===== src/include/serial_alert_pkg.sv =====
// constants for the serial slave port with limit alert
package serial_alert_pkg;
  // command words
  localparam logic [7:0] CMD_WRITE = 8'h90;
  localparam logic [7:0] CMD_READ = 8'h91;
  // pointer range and lock status address
  localparam logic [6:0] PTR_FIRST = 7'h00;
  localparam logic [6:0] PTR_LAST = 7'h3F;
  localparam logic [6:0] LOCK_ADDR = 7'h7F;
  localparam int LOCK_BIT = 0;
  localparam logic [1:0] LOCK_PULSES = 2'h3;
  // register addresses inside the 64-byte map
  localparam logic [5:0] STAT1_ADDR = 6'h00;
  localparam logic [5:0] STAT2_ADDR = 6'h01;
  localparam logic [5:0] CFG1_ADDR = 6'h18;
  localparam logic [5:0] UPPER_BASE = 6'h20;
  localparam logic [5:0] LOWER_BASE = 6'h28;
  localparam logic [7:0] CFG1_RESET = 8'h00;
  localparam logic [7:0] UPPER_RESET = 8'hFF;
  localparam logic [7:0] LOWER_RESET = 8'h00;
  // config1 fields
  localparam int ALERT_POLARITY_BIT = 6;
  localparam int ALERT_DISABLE_BIT = 5;
  // channels: internal temp, external temp, supply, four analog inputs
  localparam int NUM_CH = 7;
  localparam int STAT1_CH = 4;
  // bit 1 = register accepts serial writes; status registers are read-only
  localparam logic [63:0] WRITABLE_MASK = 64'hFFFF_FFFF_FFFF_FFFC;
  // serial clock period in the bench and system clock period, in ns
  localparam int SCLK_PERIOD_NS = 400;
  localparam int CLK_PERIOD_NS = 50;
  localparam int SCLK_HALF_CYC = (SCLK_PERIOD_NS / 2) / CLK_PERIOD_NS;
  // front-end states
  typedef enum logic [5:0] {
    ST_IDLE = 6'b000001,
    ST_CMD = 6'b000010,
    ST_ADDR = 6'b000100,
    ST_WDATA = 6'b001000,
    ST_RDATA = 6'b010000,
    ST_SKIP = 6'b100000
  } spi_state_t;
endpackage : serial_alert_pkg


===== src/design/serial_alert_port.sv =====
// four-wire serial slave port, register map and open-drain limit alert
`timescale 1ns/1ps
module serial_alert_port
  import serial_alert_pkg::*;
(
  // clock and reset
  input wire logic clk,
  input wire logic arst_n,
  // serial pins
  input wire logic cs_n,
  input wire logic sclk,
  input wire logic din,
  output logic dout_o,
  output logic dout_oe_n,
  // open-drain alert pin
  output logic alert_o,
  output logic alert_oe_n,
  // measurement results, same clock
  input wire logic meas_valid,
  input wire logic [2:0] meas_chan,
  input wire logic [7:0] meas_value,
  // alert response from the two-wire engine, same clock
  input wire logic ara_req,
  input wire logic ara_lost,
  input wire logic [6:0] dev_addr,
  output logic ara_reply_valid,
  output logic [7:0] ara_reply_byte,
  // status
  output logic four_wire_locked,
  output logic two_wire_mode
);

  typedef struct packed {
    logic [2:0] cs_sync;
    logic [2:0] sclk_sync;
    logic din_s1;
    logic din_s2;
    spi_state_t state;
    logic [2:0] bit_cnt;
    logic [7:0] rx_shift;
    logic [7:0] tx_shift;
    logic [6:0] ptr;
    logic dout;
    logic [1:0] cs_rises;
    logic locked;
    logic [63:0][7:0] mem;
    logic [NUM_CH-1:0] status;
    logic [NUM_CH-1:0] read_seen;
    logic [NUM_CH-1:0] out_lim;
    logic reply_valid;
    logic [7:0] reply_byte;
  } state_t;

  state_t s_reg;
  state_t s_next;

  // next writable address after p, wrapping inside the map
  function automatic logic [6:0] next_writable(input logic [6:0] p);
    logic [5:0] cand;
    logic found;
    next_writable = PTR_FIRST;
    found = 1'b0;
    for (int i = 1; i <= 64; i++) begin
      cand = 6'(p[5:0] + 6'(i));
      if (!found && WRITABLE_MASK[cand]) begin
        next_writable = {1'b0, cand};
        found = 1'b1;
      end
    end
  endfunction : next_writable

  function automatic logic [6:0] next_seq(input logic [6:0] p);
    next_seq = (p[5:0] == PTR_LAST[5:0]) ? PTR_FIRST : {1'b0, 6'(p[5:0] + 6'h01)};
  endfunction : next_seq

  logic cs_low;
  logic cs_fall;
  logic cs_rise;
  logic sclk_rise;
  logic sclk_fall;
  logic byte_done;
  logic [7:0] rx_byte;
  logic [7:0] rd_data;
  logic alert_active;
  logic [NUM_CH-1:0] status_vis;

  // edges seen only on the second and third stages
  assign cs_low = ~s_reg.cs_sync[1];
  assign cs_fall = s_reg.cs_sync[2] & ~s_reg.cs_sync[1];
  assign cs_rise = ~s_reg.cs_sync[2] & s_reg.cs_sync[1];
  assign sclk_rise = ~s_reg.sclk_sync[2] & s_reg.sclk_sync[1];
  assign sclk_fall = s_reg.sclk_sync[2] & ~s_reg.sclk_sync[1];
  assign rx_byte = {s_reg.rx_shift[6:0], s_reg.din_s2};
  assign byte_done = sclk_rise && (s_reg.bit_cnt == 3'h7);
  assign status_vis = s_reg.status;

  always_comb begin
    rd_data = s_reg.mem[s_reg.ptr[5:0]];
    if (s_reg.ptr == LOCK_ADDR) begin
      rd_data = 8'h00;
      rd_data[LOCK_BIT] = s_reg.locked;
    end else if (s_reg.ptr[5:0] == STAT1_ADDR) begin
      rd_data = {4'h0, status_vis[STAT1_CH-1:0]};
    end else if (s_reg.ptr[5:0] == STAT2_ADDR) begin
      rd_data = {5'h00, status_vis[NUM_CH-1:STAT1_CH]};
    end
  end

  always_comb begin
    s_next = s_reg;
    // serial clock only sampled, never driven
    s_next.cs_sync = {s_reg.cs_sync[1:0], cs_n};
    s_next.sclk_sync = {s_reg.sclk_sync[1:0], sclk};
    s_next.din_s1 = din;
    s_next.din_s2 = s_reg.din_s1;
    s_next.reply_valid = 1'b0;

    // lock on third chip select rise
    if (cs_rise && !s_reg.locked) begin
      s_next.cs_rises = 2'(s_reg.cs_rises + 2'h1);
      if (s_reg.cs_rises == LOCK_PULSES - 2'h1) begin
        s_next.locked = 1'b1;
      end
    end

    if (sclk_rise) begin
      s_next.rx_shift = rx_byte;
      s_next.bit_cnt = 3'(s_reg.bit_cnt + 3'h1);
    end
    // output bits change on falling edge
    if (sclk_fall) begin
      s_next.dout = s_reg.tx_shift[7];
      s_next.tx_shift = {s_reg.tx_shift[6:0], 1'b0};
    end

    case (s_reg.state)
      ST_IDLE: begin
        // accept only after chip select falls
        if (cs_fall && s_reg.locked) begin
          s_next.state = ST_CMD;
          s_next.bit_cnt = 3'h0;
          s_next.tx_shift = 8'h00;
        end
      end
      ST_CMD: begin
        if (byte_done) begin
          if (rx_byte == CMD_WRITE) begin
            s_next.state = ST_ADDR;
          end else if (rx_byte == CMD_READ) begin
            s_next.state = ST_RDATA;
            s_next.tx_shift = rd_data;
            s_next.ptr = next_seq(s_reg.ptr);
          end else begin
            s_next.state = ST_SKIP;
          end
        end
      end
      ST_ADDR: begin
        if (byte_done) begin
          s_next.ptr = (rx_byte[6:0] == LOCK_ADDR) ? LOCK_ADDR : {1'b0, rx_byte[5:0]};
          s_next.state = ST_WDATA;
        end
      end
      ST_WDATA: begin
        if (byte_done) begin
          if (s_reg.ptr != LOCK_ADDR && WRITABLE_MASK[s_reg.ptr[5:0]]) begin
            s_next.mem[s_reg.ptr[5:0]] = rx_byte;
          end
          s_next.ptr = next_writable(s_reg.ptr);
        end
      end
      ST_RDATA: begin
        if (byte_done) begin
          s_next.tx_shift = rd_data;
          s_next.ptr = next_seq(s_reg.ptr);
        end
      end
      ST_SKIP: begin
        s_next.state = ST_SKIP;
      end
      default: begin
        s_next.state = ST_IDLE;
      end
    endcase
    // chip select rise drops any partial byte
    if (cs_rise) begin
      s_next.state = ST_IDLE;
      s_next.bit_cnt = 3'h0;
    end

    // status read noted when a status byte is loaded for shifting
    if (s_reg.state == ST_RDATA || (s_reg.state == ST_CMD && rx_byte == CMD_READ)) begin
      if (byte_done && s_reg.ptr[6] == 1'b0) begin
        if (s_reg.ptr[5:0] == STAT1_ADDR) begin
          s_next.read_seen[STAT1_CH-1:0] = '1;
        end else if (s_reg.ptr[5:0] == STAT2_ADDR) begin
          s_next.read_seen[NUM_CH-1:STAT1_CH] = '1;
        end
      end
    end

    if (meas_valid && meas_chan < 3'(NUM_CH)) begin
      s_next.out_lim[meas_chan] =
        (meas_value > s_reg.mem[UPPER_BASE + 6'(meas_chan)]) ||
        (meas_value < s_reg.mem[LOWER_BASE + 6'(meas_chan)]);
    end
    for (int c = 0; c < NUM_CH; c++) begin
      // clear only when back in limits and status read
      if (s_reg.status[c] && s_reg.read_seen[c] && !s_next.out_lim[c]) begin
        s_next.status[c] = 1'b0;
        s_next.read_seen[c] = 1'b0;
      end
      if (meas_valid && meas_chan == 3'(c) && s_next.out_lim[c]) begin
        s_next.status[c] = 1'b1;
        s_next.read_seen[c] = 1'b0;
      end
    end

    // alert response: own address with lsb 1
    // lost arbitration means a lower address answered
    if (ara_req && alert_active && !ara_lost) begin
      s_next.reply_valid = 1'b1;
      s_next.reply_byte = {dev_addr, 1'b1};
    end
  end

  always_ff @(posedge clk or negedge arst_n) begin
    if (!arst_n) begin
      s_reg <= '0;
      s_reg.cs_sync <= 3'h7;
      s_reg.state <= ST_IDLE;
      for (int i = 0; i < NUM_CH; i++) begin
        s_reg.mem[UPPER_BASE + 6'(i)] <= UPPER_RESET;
        s_reg.mem[LOWER_BASE + 6'(i)] <= LOWER_RESET;
      end
      s_reg.mem[CFG1_ADDR] <= CFG1_RESET;
    end else begin
      s_reg <= s_next;
    end
  end

  // any sticky limit event raises the alert
  assign alert_active = |s_reg.status;

  // ----------------------------------------------------------------
  // pins
  // ----------------------------------------------------------------
  // output released unless a transaction is open
  assign dout_o = s_reg.dout;
  assign dout_oe_n = !(cs_low && s_reg.state != ST_IDLE);
  // open drain: only ever pulls low
  assign alert_o = 1'b0;
  // polarity picks the active level, disable releases the pin
  // pin follows status, so with active-low polarity it releases once status clears
  assign alert_oe_n = s_reg.mem[CFG1_ADDR][ALERT_DISABLE_BIT] |
    (s_reg.mem[CFG1_ADDR][ALERT_POLARITY_BIT] ? alert_active : !alert_active);
  assign ara_reply_valid = s_reg.reply_valid;
  assign ara_reply_byte = s_reg.reply_byte;
  assign four_wire_locked = s_reg.locked;
  // alert doubles as bus alert while two-wire is selected
  assign two_wire_mode = !s_reg.locked;
endmodule : serial_alert_port


===== config.mk =====
export PLATFORM = sky130hd
export DESIGN_NAME = serial_alert_port
export DESIGN_NICKNAME = d
export VERILOG_FILES = /design/src/include/serial_alert_pkg.sv /design/src/design/serial_alert_port.sv
export SDC_FILE = /design/constraint.sdc
export NUM_CORES = 1
export LEC_CHECK = 0
export BUFFER_PORTS_ARGS = -buffer_cell sky130_fd_sc_hd__buf_2
export CORE_UTILIZATION = 57
export DETAILED_ROUTE_END_ITERATION = 8
export PLACE_DENSITY = 0.79
export SYNTH_ARGS = -nofsm -noshare
export SYNTH_HDL_FRONTEND = slang
export SYNTH_SLANG_ARGS = --single-unit

===== constraint.sdc =====
create_clock -name clk -period 3.7 [get_ports clk]
set_input_delay 0.74 -clock clk [delete_from_list [all_inputs] [get_ports clk]]
set_output_delay 0.74 -clock clk [all_outputs]
set_load 0.1 [all_outputs]

* Word level (Yosys, flattened, before mapping)
Memory sizes are Yosys's and may differ from the RTL's.
Index checks and enable logic that the tools add are counted.
** Storage, ports and cells
- Register bits :: 586
- Memory bits (read-only) :: 4096
- Bits of input ports :: 26
- Output and inout bits :: 15
- Logic and storage cells :: 956
- Memories :: 64
** Operators by class
- Add/subtract/negate cells :: 67
- Order comparisons :: 72
- Equal/unequal tests :: 36
- Mux-type cells :: 389
- Bitwise operators :: 10
- Reduce and logical (&&, ||, !) cells :: 224
** Memories
- (no name shown) :: depth 64, width 1, rd ports 1, clocked after memory_dff 0, write ports 0, RTL line serial_alert_port.sv:65 : if (!found && WRITABLE_MASK[cand]) begin
- (no name shown) :: depth 64, width 1, rd ports 1, clocked after memory_dff 0, write ports 0, RTL line serial_alert_port.sv:65
- (no name shown) :: depth 64, width 1, rd ports 1, clocked after memory_dff 0, write ports 0, RTL line serial_alert_port.sv:65
- (no name shown) :: depth 64, width 1, rd ports 1, clocked after memory_dff 0, write ports 0, RTL line serial_alert_port.sv:65
- (no name shown) :: depth 64, width 1, rd ports 1, clocked after memory_dff 0, write ports 0, RTL line serial_alert_port.sv:65
- (no name shown) :: depth 64, width 1, rd ports 1, clocked after memory_dff 0, write ports 0, RTL line serial_alert_port.sv:65
- +58 memories
** Operator list (count)
- bitwise mux 512 bit :: 1
- 2-to-1 mux 7 bit :: 69
- less-than comparator 6 x 7 -> 1 bit (second input constant) :: 66
- 2-to-1 mux 1 bit :: 283
- adder 6 bit (second input constant) :: 32
- binary-select mux 8 bit (select 6 bit) :: 3
- logical AND 1 bit :: 103
- adder 6 x 5 -> 6 bit (second input constant) :: 16
- zero test 1 bit :: 74
- 2-to-1 mux 8 bit :: 9
- nonzero test 3 bit :: 21
- 2-to-1 mux 15 bit :: 4
- adder 6 x 4 -> 6 bit (second input constant) :: 8
- demux 8 bit (select 6 bit) :: 1
- 2-to-1 mux 6 bit :: 6
- case mux 6 bit (5 select lines) :: 1
- case mux 7 bit (4 select lines) :: 1
- 2-to-1 mux 9 bit :: 3
- adder 6 x 3 -> 6 bit (second input constant) :: 4
- case mux 8 bit (3 select lines) :: 1
- == test 8 bit (second input constant) :: 2
- AND reduction 4 bit :: 4
- AND reduction 3 bit :: 5
- == test 7 bit (second input constant) :: 2
- other kinds (45) :: 79

* Depth between registers and ports, before layout
Gate-level depths: netlist of the first run.
- Word-level depth :: 321
- Gate-level depth with buffers :: 13
- Mapped depth without buffers :: 10

* Worst setup path after synthesis of the first run
Ideal clock, no wire load.
- Path type :: input -> register
- From :: in meas_chan[0]
- To :: reg s_reg[16] (netlist name)
- Library setup time :: 0.123 ns
- Arrival time :: 3.803 ns
- Data required time :: 3.577 ns
- Setup slack :: -0.226 ns
- Cell stages on the path :: 11
- Buffers on the path :: 3
- Cells stage by stage :: clkbuf_1 buf_1 mux4_2 mux2i_1 ha_1 a2111oi_0 a211oi_1 a211oi_1 a21oi_1 clkbuf_1 o221a_2
** Between the ends
- Word-level cells in the longest chain between the ends :: 11
- Elaborated cells between the ends (all ways) :: 29
- Those cells by class :: add/sub: 2; order compare: 5; mux: 10; reduce/logical: 12
** RTL lines
- start: declaration :: RTL line serial_alert_port.sv:20 : input wire logic [2:0] meas_chan,
- adder 6 x 3 -> 6 bit (on tied branches) :: RTL line serial_alert_port.sv:204, serial_alert_port.sv:205
- binary-select mux 8 bit (select 6 bit) (on tied branches) :: RTL line serial_alert_port.sv:204, serial_alert_port.sv:205
- 2-to-1 mux 8 bit (on tied branches) :: RTL line serial_alert_port.sv:204, serial_alert_port.sv:205
- greater-than comparator 8 bit / less-than comparator 8 bit (equally long branches) :: RTL line serial_alert_port.sv:204, serial_alert_port.sv:205
- logical OR 1 bit :: RTL line serial_alert_port.sv:204 : (meas_value > s_reg.mem[UPPER_BASE + 6'(meas_chan)]) ||
- bitwise mux 7 bit :: RTL line serial_alert_port.sv:203 : s_next.out_lim[meas_chan] =
- 2-to-1 mux 7 bit :: RTL line serial_alert_port.sv:202 : if (meas_valid && meas_chan < 3'(NUM_CH)) begin
- zero test 1 bit :: RTL line serial_alert_port.sv:209 : if (s_reg.status[c] && s_reg.read_seen[c] && !s_next.out_lim[c]) begin
- logical AND 1 bit :: RTL line serial_alert_port.sv:209
- nonzero test 3 bit (no line) / 2-to-1 mux 1 bit (equally long branches)
- AND reduction 3 bit (no line) / 2-to-1 mux 1 bit (equally long branches)
- end signal: assignment :: RTL line serial_alert_port.sv:238 : s_reg <= s_next;
- end: declaration :: RTL line serial_alert_port.sv:54 : state_t s_reg;
Several ways; a longest one is shown, not always the timed one. The select of a mux whose other input is x is not followed.
A chain may end at the register's enable or synchronous reset.

* Worst setup path after layout of the first run
- From :: reg s_reg[574] (netlist name)
- To :: out dout_oe_n
** Between the ends
- Word-level cells in the longest chain between the ends :: 3
** RTL lines
- != test 6 x 1 -> 1 bit :: RTL line serial_alert_port.sv:250 : assign dout_oe_n = !(cs_low && s_reg.state != ST_IDLE);
- logical AND 1 bit :: RTL line serial_alert_port.sv:250
- zero test 1 bit :: RTL line serial_alert_port.sv:250
- end: declaration :: RTL line serial_alert_port.sv:14 : output logic dout_oe_n,
No other way between the ends.

==> results of run 1 <==
worst reg2reg max path, stage by stage (launching register included):
cell and delay, ns:
dfrtp_1 0.44, or4_1 0.60, or3b_4 0.46, nor4_4 0.28, and2_1 0.36, nand2_4 0.27, nor2_4 0.40, mux2_2 0.39
cell usage after synthesis, types with 8 or more instances:
library cell  instances
dfrtp_1             525
buf_1                25
mux2_2              433
dfstp_2              60
mux2_1               96
inv_1                 8
nand2_1             110
nor2_4               22
xnor2_1              11
buf_4                11
nor2_2                8
nand3_1              23
a22oi_1               8
nor2_1               32
ha_1                 33
nor2_8               31
mux4_2              178
nand2b_1              8
o21ai_0              36
a31oi_1              11
a21oi_1              20
clkbuf_1             92
a21o_1                8
mux2i_1              38
through the flow:
step / utilization / hold slack, ns / instances / instance area (um2)
final: 0.642 / 0.0498 / 2699 / 32400
after global routing: 0.642 / 0.0857 / 2698 / 32400
after CTS: 0.642 / 0.0594 / 2698 / 32400
after detailed placement: 0.602 / 0.340 / 2587 / 30300
after global placement: 0.602 / 0.341 / 2587 / 30300
after floorplan: - / 0.331 / 1950 / 29200
cell families after synthesis:
family,count (synthesis)
AOI/OAI and AO/OA,124
xor gates and xnor gates,15
adders and majority gates,33
buffers and inverters,147
DFF,585
muxes,745
other,1
and+or+nand+nor,300
power by group through the flow:
stage / Clock, mW / Combinational [mW] / Sequential, mW
floorplan: 0 / 0.642 / 6.70
global placement: 0 / 1.02 / 6.67
detailed placement: 0 / 1.06 / 6.68
finish: 6.12 / 1.07 / 6.57
global route: 6.47 / 1.16 / 6.58
CTS: 6.20 / 1.07 / 6.56
per-layer routing:
layer | part of all wire | GRT usage | wire length [um]
met1 | 0.42 | 0.366 | 28600
met2 | 0.49 | 0.437 | 33500
met3 | 0.062 | 0.0543 | 4270
met4 | 0.033 | 0.0996 | 2270
met5 | 0 | 0 | 0
path summary, 6_finish.rpt:
kind | from | endpoint | depth (start not counted)
worst min register to register | s_next[584] | s_next[585] | 0
worst max register to register | s_reg[573] | s_reg[397] | 7
min in group clk | cs_n | s_next[584] | 1
worst max-delay path | s_reg[574] | dout_oe_n | 4
max in group asynchronous | arst_n | s_reg[284] | 2
worst min-delay path | arst_n | s_next[578] | 1
final cells by class:
| type | instances | area share |
|---|---|---|
| repair buffers | 101 | 0.0262 |
| multi-input cells | 1218 | 0.429 |
| clock buffers | 100 | 0.0566 |
| clock inverters | 11 | 0.00534 |
| well taps | 672 | 0.0260 |
| diodes | 1 | 0.0000773 |
| flip-flops and latches | 585 | 0.455 |
| inverters | 11 | 0.00128 |
==> results.py, run 1 <==
metrics = {
    "sta": {
        "clock_skew_ns": 0.0167,
        "worst_pin_slew_ns": 1.08,
        "max_slew_margin": 0.275,
        "setup_violations": 0,
        "min_period_ns": 3.46,
        "finalHoldViolCount": 0,
        "rsz0062_at_grt": "false",
        "final_max_slew_viol_count": 0,
        "tns_ns": 0,
        "fin_crit_sh": 0.936,
        "fmax_mhz": 289,
        "fin_ws_ns": 0.238,
    },
    "drt": {
        "wirelength_um": 68600,
        "drc": 0,
        "antenna_left": 0,
        "drt_iter0_drc": 1330,
        "viasPerCell": 6.41,
        "via_count": 17300,
        "wl_per_cell_um": 25.4,
        "dr.pass1.iters": 5,
    },
    "grt": {
        "overflow": 0,
        "grt_pass1_wl_um": 109000,
        "antenna_found_initial": 0,
        "grt_max_degree": 127,
        "grt_pass1_vias": 18300,
        "grt_use_total": 0.271,
    },
    "pwr": {
        "irDropWorstVdd_uv": 351,
        "intPower_mw": 10.3,
        "switching_power_mw": 3.41,
        "power_frac_comb": 0.078,
        "powerDensity_nw_per_um2": 425,
        "pwr-share-seq": 0.477,
        "p_leak_nw": 15.4,
        "clockPowerShare": 0.445,
        "p_sw_frac": 0.248,
        "finalPower_mw": 13.8,
    },
    "synth": {
        "synth_top_area_frac": 0.450,
        "yosysWarnings": 0,
        "synth_async_sr_flop_share": 1.00,
        "ys_seq_area_frac": 0.504,
        "synth_enable_flop_cells": 0,
        "ys_seq_elements": 585,
        "synth_fa_ha_area_frac": 0.0141,
        "syn_area_um2": 29200,
        "syn_avg_cell_area_um2": 15.0,
        "synth.area.mux_share": 0.354,
        "synth_flop_cell": "dfrtp_1",
        "synth_top_family_by_area": "multiplexers",
        "syn_nets": 2009,
        "synth-simple-area-share": 0.0740,
        "synthCells": 1950,
        "synth_compound_area_frac": 0.0283,
        "synth_xor_area_frac": 0.00450,
        "ys_top_cells_by_area": "dfrtp_1, mux2_2, mux4_2",
        "synth_cell_types": 67,
        "synth_area_leader_cell": "dfrtp_1",
    },
    "critical_path": {
        "critPathRequiredTime_ns": 2.96,
        "critPathBufInv": 1,
        "cp_cell_sequence": "or4_1 > nor3b_1 > or2_2 > buf_2",
        "r2r_slack_ns": 0.38,
        "crit_arrival_ns": 2.72,
        "path_max_fanout": 13,
        "crit_path_top_delay_cell": "or4_1",
        "cp-start-kind": "flip-flop",
        "crit_family": "simple AND/OR/NAND/NOR gates",
        "setup.worst_path.class": "flip-flop to output pin",
        "slowest_delay_ns": 0.60,
        "end_kind": "output pin",
    },
    "cells_and_area": {
        "final_common_cell": "dfrtp_1",
        "syn2layout_area_growth_pct": 10.8,
        "drive_gt1_frac": 0.475,
        "multi_input_area_um2": 13900,
        "fillCellCount": 3530,
        "layout.area.seq_um2": 14700,
        "largest_register_ffs": 554,
        "nNetsFinal": 2035,
        "final_cell_mix": "dfrtp_1, mux2_2, mux4_2",
    },
    "run_status": {
        "status": "complete, no violations",
    },
    "clock_tree": {
        "cts_root_buffer": "clkbuf_16",
        "post_cts_buffers": 0,
        "clockBufferDepth": 3,
        "cts_tree": "built",
        "path_clk_slew_ns": 0.06,
        "cts_made_buffers": 59,
        "clkSinkCount": 585,
        "postCtsHoldBufs": 0,
        "worstSkewPairLatency_ns": 0.63,
        "cts_htree_levels": 2,
        "cts_resized": 0,
    },
    "floorplanning": {
        "chipWidth_um": 228,
        "core.rowCount": 82,
        "coreArea_um2": 50400,
        "die_area_um2": 52100,
        "die_h_um": 228,
        "initial_utilization": 0.580,
        "pin_count": 41,
    },
    "placement": {
        "pre_cts_ws_ns": 0.00836,
        "numPortBuffers": 39,
        "place_congestion": 0.884,
        "dp_hpwl_um": 43700,
    },
    "flow_run": {
        "cap_violations": 0,
    },
    "min_path": {
        "hold_path.class": "primary input to asynchronous set/reset pin",
    },
}
Note: power is estimated with default switching activity, not from simulation.
==> run 2: changes to the inputs <==
--- a/config.mk
+++ b/config.mk
@@ -9,6 +9,7 @@
 export CORE_UTILIZATION = 57
 export DETAILED_ROUTE_END_ITERATION = 8
 export PLACE_DENSITY = 0.79
+export REMOVE_ABC_BUFFERS = 1
 export SYNTH_ARGS = -nofsm -noshare
 export SYNTH_HDL_FRONTEND = slang
 export SYNTH_SLANG_ARGS = --single-unit
==> run 2 against run 1 <==
  * Final area hardly changed
  * Non-clock buffer count is 1 lower
  * Core utilization hardly changed
  * Highest routed layer unchanged
  * Sequential cell count stayed put
==> results.py, run 2 (synthesis results as in run 1) <==
metrics = {
    "grt": {
        "antenna_found_initial": 0,
        "overflow": 0,
        "grt_pass1_vias": 18000,
        "grt_pass1_wl_um": 109000,
        "grt_use_total": 0.271,
        "grt_max_degree": 91,
    },
    "critical_path": {
        "reg2regPathDepth": 8,
        "worstSetupStartpoint": "s_reg[574]",
        "r2r_end": "s_reg[388]",
        "critPathRequiredTime_ns": 2.96,
        "cp-start-kind": "flip-flop",
        "end_kind": "output pin",
        "r2r_slack_ns": 0.31,
        "r2r_start": "s_reg[573]",
        "setup.worst_path.class": "flip-flop to output pin",
        "path_max_fanout": 13,
        "crit_arrival_ns": 2.77,
    },
    "pwr": {
        "p_sw_frac": 0.252,
        "p_leak_nw": 15.4,
        "switching_power_mw": 3.49,
        "power_frac_comb": 0.078,
        "pwr-share-seq": 0.474,
        "intPower_mw": 10.4,
        "irDropWorstVdd_uv": 360,
        "clockPowerShare": 0.448,
        "powerDensity_nw_per_um2": 428,
    },
    "placement": {
        "numPortBuffers": 39,
        "place_congestion": 0.887,
        "dp_hpwl_um": 43400,
        "postPlaceCellArea_um2": 30300,
    },
    "drt": {
        "wl_per_cell_um": 25.3,
        "antenna_left": 0,
        "wirelength_um": 68300,
        "drc": 0,
        "drt_iter0_drc": 1553,
        "via_count": 17300,
        "dr.pass1.iters": 7,
        "viasPerCell": 6.42,
    },
    "clock_tree": {
        "cts_tree": "built",
        "cts_htree_levels": 2,
        "cts_root_buffer": "clkbuf_16",
        "cts_resized": 0,
        "postCtsHoldBufs": 0,
        "worstSkewPairLatency_ns": 0.63,
        "clkSinkCount": 585,
        "cts_made_buffers": 61,
        "path_clk_slew_ns": 0.06,
        "clockBufferDepth": 3,
        "post_cts_buffers": 0,
    },
    "sta": {
        "min_period_ns": 3.51,
        "fin_crit_sh": 0.947,
        "rsz0062_at_grt": "false",
        "max_slew_margin": 0.245,
        "clock_skew_ns": 0.0193,
        "final_max_slew_viol_count": 0,
        "worst_pin_slew_ns": 1.13,
        "finalHoldViolCount": 0,
        "setup_violations": 0,
        "fmax_mhz": 285,
    },
    "cells_and_area": {
        "syn2layout_area_growth_pct": 10.8,
        "layout.area.seq_um2": 14700,
        "nNetsFinal": 2036,
        "stdcell_area_um2": 32400,
        "final_common_cell": "dfrtp_1",
        "drive_gt1_frac": 0.478,
        "fillCellCount": 3434,
        "largest_register_ffs": 554,
        "antenna_cells": 0,
        "final_cell_mix": "dfrtp_1, mux2_2, mux4_2",
        "fin_util": 0.643,
        "multi_input_area_um2": 13900,
    },
    "min_path": {
        "hold_path.class": "primary input to asynchronous set/reset pin",
    },
    "floorplanning": {
        "pin_count": 41,
        "die_area_um2": 52100,
        "chipWidth_um": 228,
        "die_h_um": 228,
        "coreArea_um2": 50400,
        "core.rowCount": 82,
        "initial_utilization": 0.580,
    },
    "flow_run": {
        "cap_violations": 0,
    },
    "run_status": {
        "status": "complete, no violations",
    },
}
[run 2: power by group through the flow]
stage | registers (mW) | clock network (mW) | logic, mW
after detailed placement | 6.68 | 0 | 1.08
after global placement | 6.67 | 0 | 1.03
final | 6.57 | 6.20 | 1.08
after global routing | 6.57 | 6.54 | 1.17
after CTS | 6.56 | 6.29 | 1.08
after floorplan | 6.92 | 0 | 0.319
[run 2: cell type report]
type / count / area share
Sequential cell: 585 / 0.455
Multi-Input combinational cell: 1218 / 0.429
Clock buffer: 89 / 0.0541
Timing Repair Buffer: 100 / 0.0260
Tap cell: 672 / 0.0260
Clock inverter: 25 / 0.00870
Inverter: 11 / 0.00128
[run 2: stage by stage]
stage / power, mW / hold WS, ns / setup TNS (ns) / setup slack [ns] / instances
2_1_floorplan: 7.24 / 0.331 / -1774.99 / -3.56 / 1814
6_report: 13.8 / 0.129 / 0 / 0.195 / 2700
3_5_place_dp: 7.75 / 0.336 / 0 / 0.0153 / 2586
4_1_cts: 13.9 / 0.179 / 0 / 0.180 / 2700
3_3_place_gp: 7.71 / 0.335 / 0 / 0.140 / 2586
5_1_grt: 14.3 / 0.204 / 0 / 0.0933 / 2700
[run 2: metal layers]
metal  routed length, um  share of wire  global-route usage  up-vias
met4                1680          0.025              0.0713        0
met2               33500           0.49               0.437      570
li1                    -              -                   -     7329
met5                   0              0                   0        -
met3                3610          0.053              0.0415      131
met1               29600           0.43               0.388     9315
[run 2: worst max path at each step]
stage	slack, ns	endpoint
floorplan	-3.56	s_reg[526]
finish	0.19	dout_oe_n
detailed placement	0.02	s_reg[18]
CTS	0.18	dout_oe_n
global route	0.09	dout_oe_n
global placement	0.14	s_reg[20]
[run 2: critical path, cell delays in order, from the launching register on]
cell and delay, ns:
dfrtp_1 0.52, or4_1 0.60, nor3b_1 0.43, or2_2 0.18
buf_2 0.41
==> run 3: changes to the inputs <==
--- a/config.mk
+++ b/config.mk
@@ -10,6 +10,7 @@
 export DETAILED_ROUTE_END_ITERATION = 8
 export PLACE_DENSITY = 0.79
 export REMOVE_ABC_BUFFERS = 1
+export SETUP_SLACK_MARGIN = 0.3
 export SYNTH_ARGS = -nofsm -noshare
 export SYNTH_HDL_FRONTEND = slang
 export SYNTH_SLANG_ARGS = --single-unit
==> constraint.sdc (replaced) <==
create_clock -name clk -period 3 [get_ports clk]
set_input_delay 0.6 -clock clk [delete_from_list [all_inputs] [get_ports clk]]
set_output_delay 0.6 -clock clk [all_outputs]
set_load 0.1 [all_outputs]
==> run 3 against run 2 <==
  * The run now ends with setup timing left
  * Clock-buffer cell count down 2
  * Wire length grew 23%
  * Final area rose by 12%
  * Sequential share of layout area shrank 5.0 points
  * First-iteration DRC count is 29% higher
  * Core utilization grew 8.0 points
  * Total power increased by 26%
  * Clock power increased by 25%
  * Highest routed layer is now met5
==> results.py, run 3 (synthesis results as in run 1) <==
metrics = {
    "clock_tree": {
        "cts_root_buffer": "clkbuf_16",
        "cts_tree": "built",
        "cts_htree_levels": 2,
        "cts_made_buffers": 60,
        "worstSkewPairLatency_ns": 0.63,
        "clkSinkCount": 585,
        "path_clk_slew_ns": 0.06,
        "clockBufferDepth": 3,
    },
    "pwr": {
        "clockPowerShare": 0.444,
        "p_leak_nw": 16.7,
        "switching_power_mw": 4.47,
        "powerDensity_nw_per_um2": 479,
        "p_sw_frac": 0.256,
        "irDropWorstVdd_uv": 432,
        "pwr-share-seq": 0.463,
        "power_frac_comb": 0.093,
        "finalPower_mw": 17.4,
        "intPower_mw": 13.0,
    },
    "cells_and_area": {
        "largest_register_ffs": 554,
        "syn2layout_area_growth_pct": 24.6,
        "final_cell_mix": "mux2_4, dfrtp_1, mux4_2",
        "stdcell_area_um2": 36400,
        "nNetsFinal": 2161,
        "drive_gt1_frac": 0.567,
        "fillCellCount": 2794,
        "fin_util": 0.723,
    },
    "critical_path": {
        "cp-start-kind": "flip-flop",
        "crit_arrival_ns": 2.50,
        "setup.worst_path.class": "flip-flop to output pin",
        "critPathRequiredTime_ns": 2.40,
        "end_kind": "output pin",
        "path_max_fanout": 2,
    },
    "floorplanning": {
        "core.rowCount": 82,
        "die_area_um2": 52100,
        "coreArea_um2": 50400,
        "chipWidth_um": 228,
        "die_h_um": 228,
        "pin_count": 41,
        "initial_utilization": 0.580,
    },
    "sta": {
        "finalHoldViolCount": 0,
        "max_slew_margin": 0.258,
        "min_period_ns": 3.10,
        "rsz0062_at_grt": "true",
        "fin_ws_ns": -0.0986,
        "worst_pin_slew_ns": 1.11,
        "fin_crit_sh": 1.03,
        "final_max_slew_viol_count": 0,
        "fmax_mhz": 323,
        "clock_skew_ns": 0.0271,
        "setup_violations": 78,
    },
    "grt": {
        "grt_max_degree": 86,
        "busiest_layer": "met2",
        "grtUsageMet2": 0.507,
        "grt_pass1_vias": 20300,
        "grt_pass1_wl_um": 129000,
        "groute.layer.met3.usage": 0.0575,
        "met1_usage": 0.450,
        "grt_use_total": 0.323,
        "overflow": 0,
        "antenna_found_initial": 1,
    },
    "drt": {
        "wirelength_um": 83800,
        "dr.pass1.iters": 7,
        "wl_per_cell_um": 29.7,
        "drc": 0,
        "drt_iter0_drc": 2000,
        "viasPerCell": 6.74,
        "via_count": 19000,
        "antenna_left": 0,
    },
    "flow_run": {
        "cap_violations": 0,
    },
    "placement": {
        "dp_hpwl_um": 45300,
        "postPlaceCellArea_um2": 31100,
        "numPortBuffers": 39,
        "place_congestion": 0.885,
    },
    "run_status": {
        "violations": "setup timing",
        "status": "finished with violations",
    },
    "min_path": {
        "hold_path.class": "primary input to flip-flop",
    },
}
run 3: changes by cell type in the layout (fill, tap and decap cells not counted), moves of 8 or more:
cell and delta:
mux2_1 -96, buf_4 +44, nor2_4 +8, o21ai_0 -12, buf_6 +22, mux2_4 +512, mux2_2 -416, buf_12 +48
o21ai_1 +11
run 3: layer usage:
layer | part of all wire | wire length [um]
met2 | 0.48 | 40600
met4 | 0.039 | 3270
met3 | 0.074 | 6220
met1 | 0.40 | 33700
met5 | 0.00019 | 16
run 3: layout make-up:
type,instances,area (um2),area share
Tap cell,672,841,0.0231
Timing Repair Buffer,226,2680,0.0735
Sequential cell,585,14700,0.405
Clock buffer,87,1740,0.0479
Clock inverter,21,267,0.00732
Multi-Input combinational cell,1218,16100,0.442
Inverter,11,41.3,0.00113
Antenna cell,1,2.50,0.0000687
run 3: timing repair:
action / 4_1_cts / 5_1_grt
endpoints found under the hold margin: 48 / 0
gates cloned: 3 / 4
buffers inserted: 35 / 19
resized for setup: 565 / 71
pin swaps: 72 / 47
hold buffers: 1 / 0
endpoints found under the setup margin: 539 / 543
run 3: worst paths after layout:
kind / depth (start not counted) / start / endpoint / slack [ns]
max: 6 / status_vis[1] / alert_oe_n / -0.1
max reg2reg: 10 / s_reg[572] / s_reg[130] / -0.07
max in group asynchronous: 3 / arst_n / s_reg[302] / 1.42
min in group asynchronous: 2 / arst_n / s_reg[483] / 0.55
min reg2reg: 0 / s_next[578] / rx_byte[0] / 0.35
min: 1 / cs_n / s_next[584] / 0.07
run 3: worst max-delay path, stage by stage, from the launching register on:
cell and delay, ns:
dfrtp_1 0.42, or4_4 0.54, nor4_2 0.18, buf_4 0.25, xnor2_2 0.13, nand2b_1 0.15, buf_12 0.20
run 3: per-stage QoR:
stage	hold WS [ns]	cells	setup TNS, ns	setup WS [ns]
global route	0.0567	2820	-7.89	-0.147
floorplan	0.304	1814	-2148.09	-4.26
CTS	0.0509	2797	-0.0861	-0.0861
finish	0.0730	2821	-1.92	-0.0986
global placement	0.338	2650	-17.47	-0.432
detailed placement	0.336	2650	-18.60	-0.467
run 3: power groups by stage:
stage | Sequential, mW | Combinational, mW | Clock, mW
finish | 8.08 | 1.62 | 7.74
global route | 8.09 | 1.73 | 8.12
CTS | 8.08 | 1.54 | 7.76
detailed placement | 8.22 | 1.39 | 0
global placement | 8.21 | 1.35 | 0
floorplan | 8.53 | 0.394 | 0
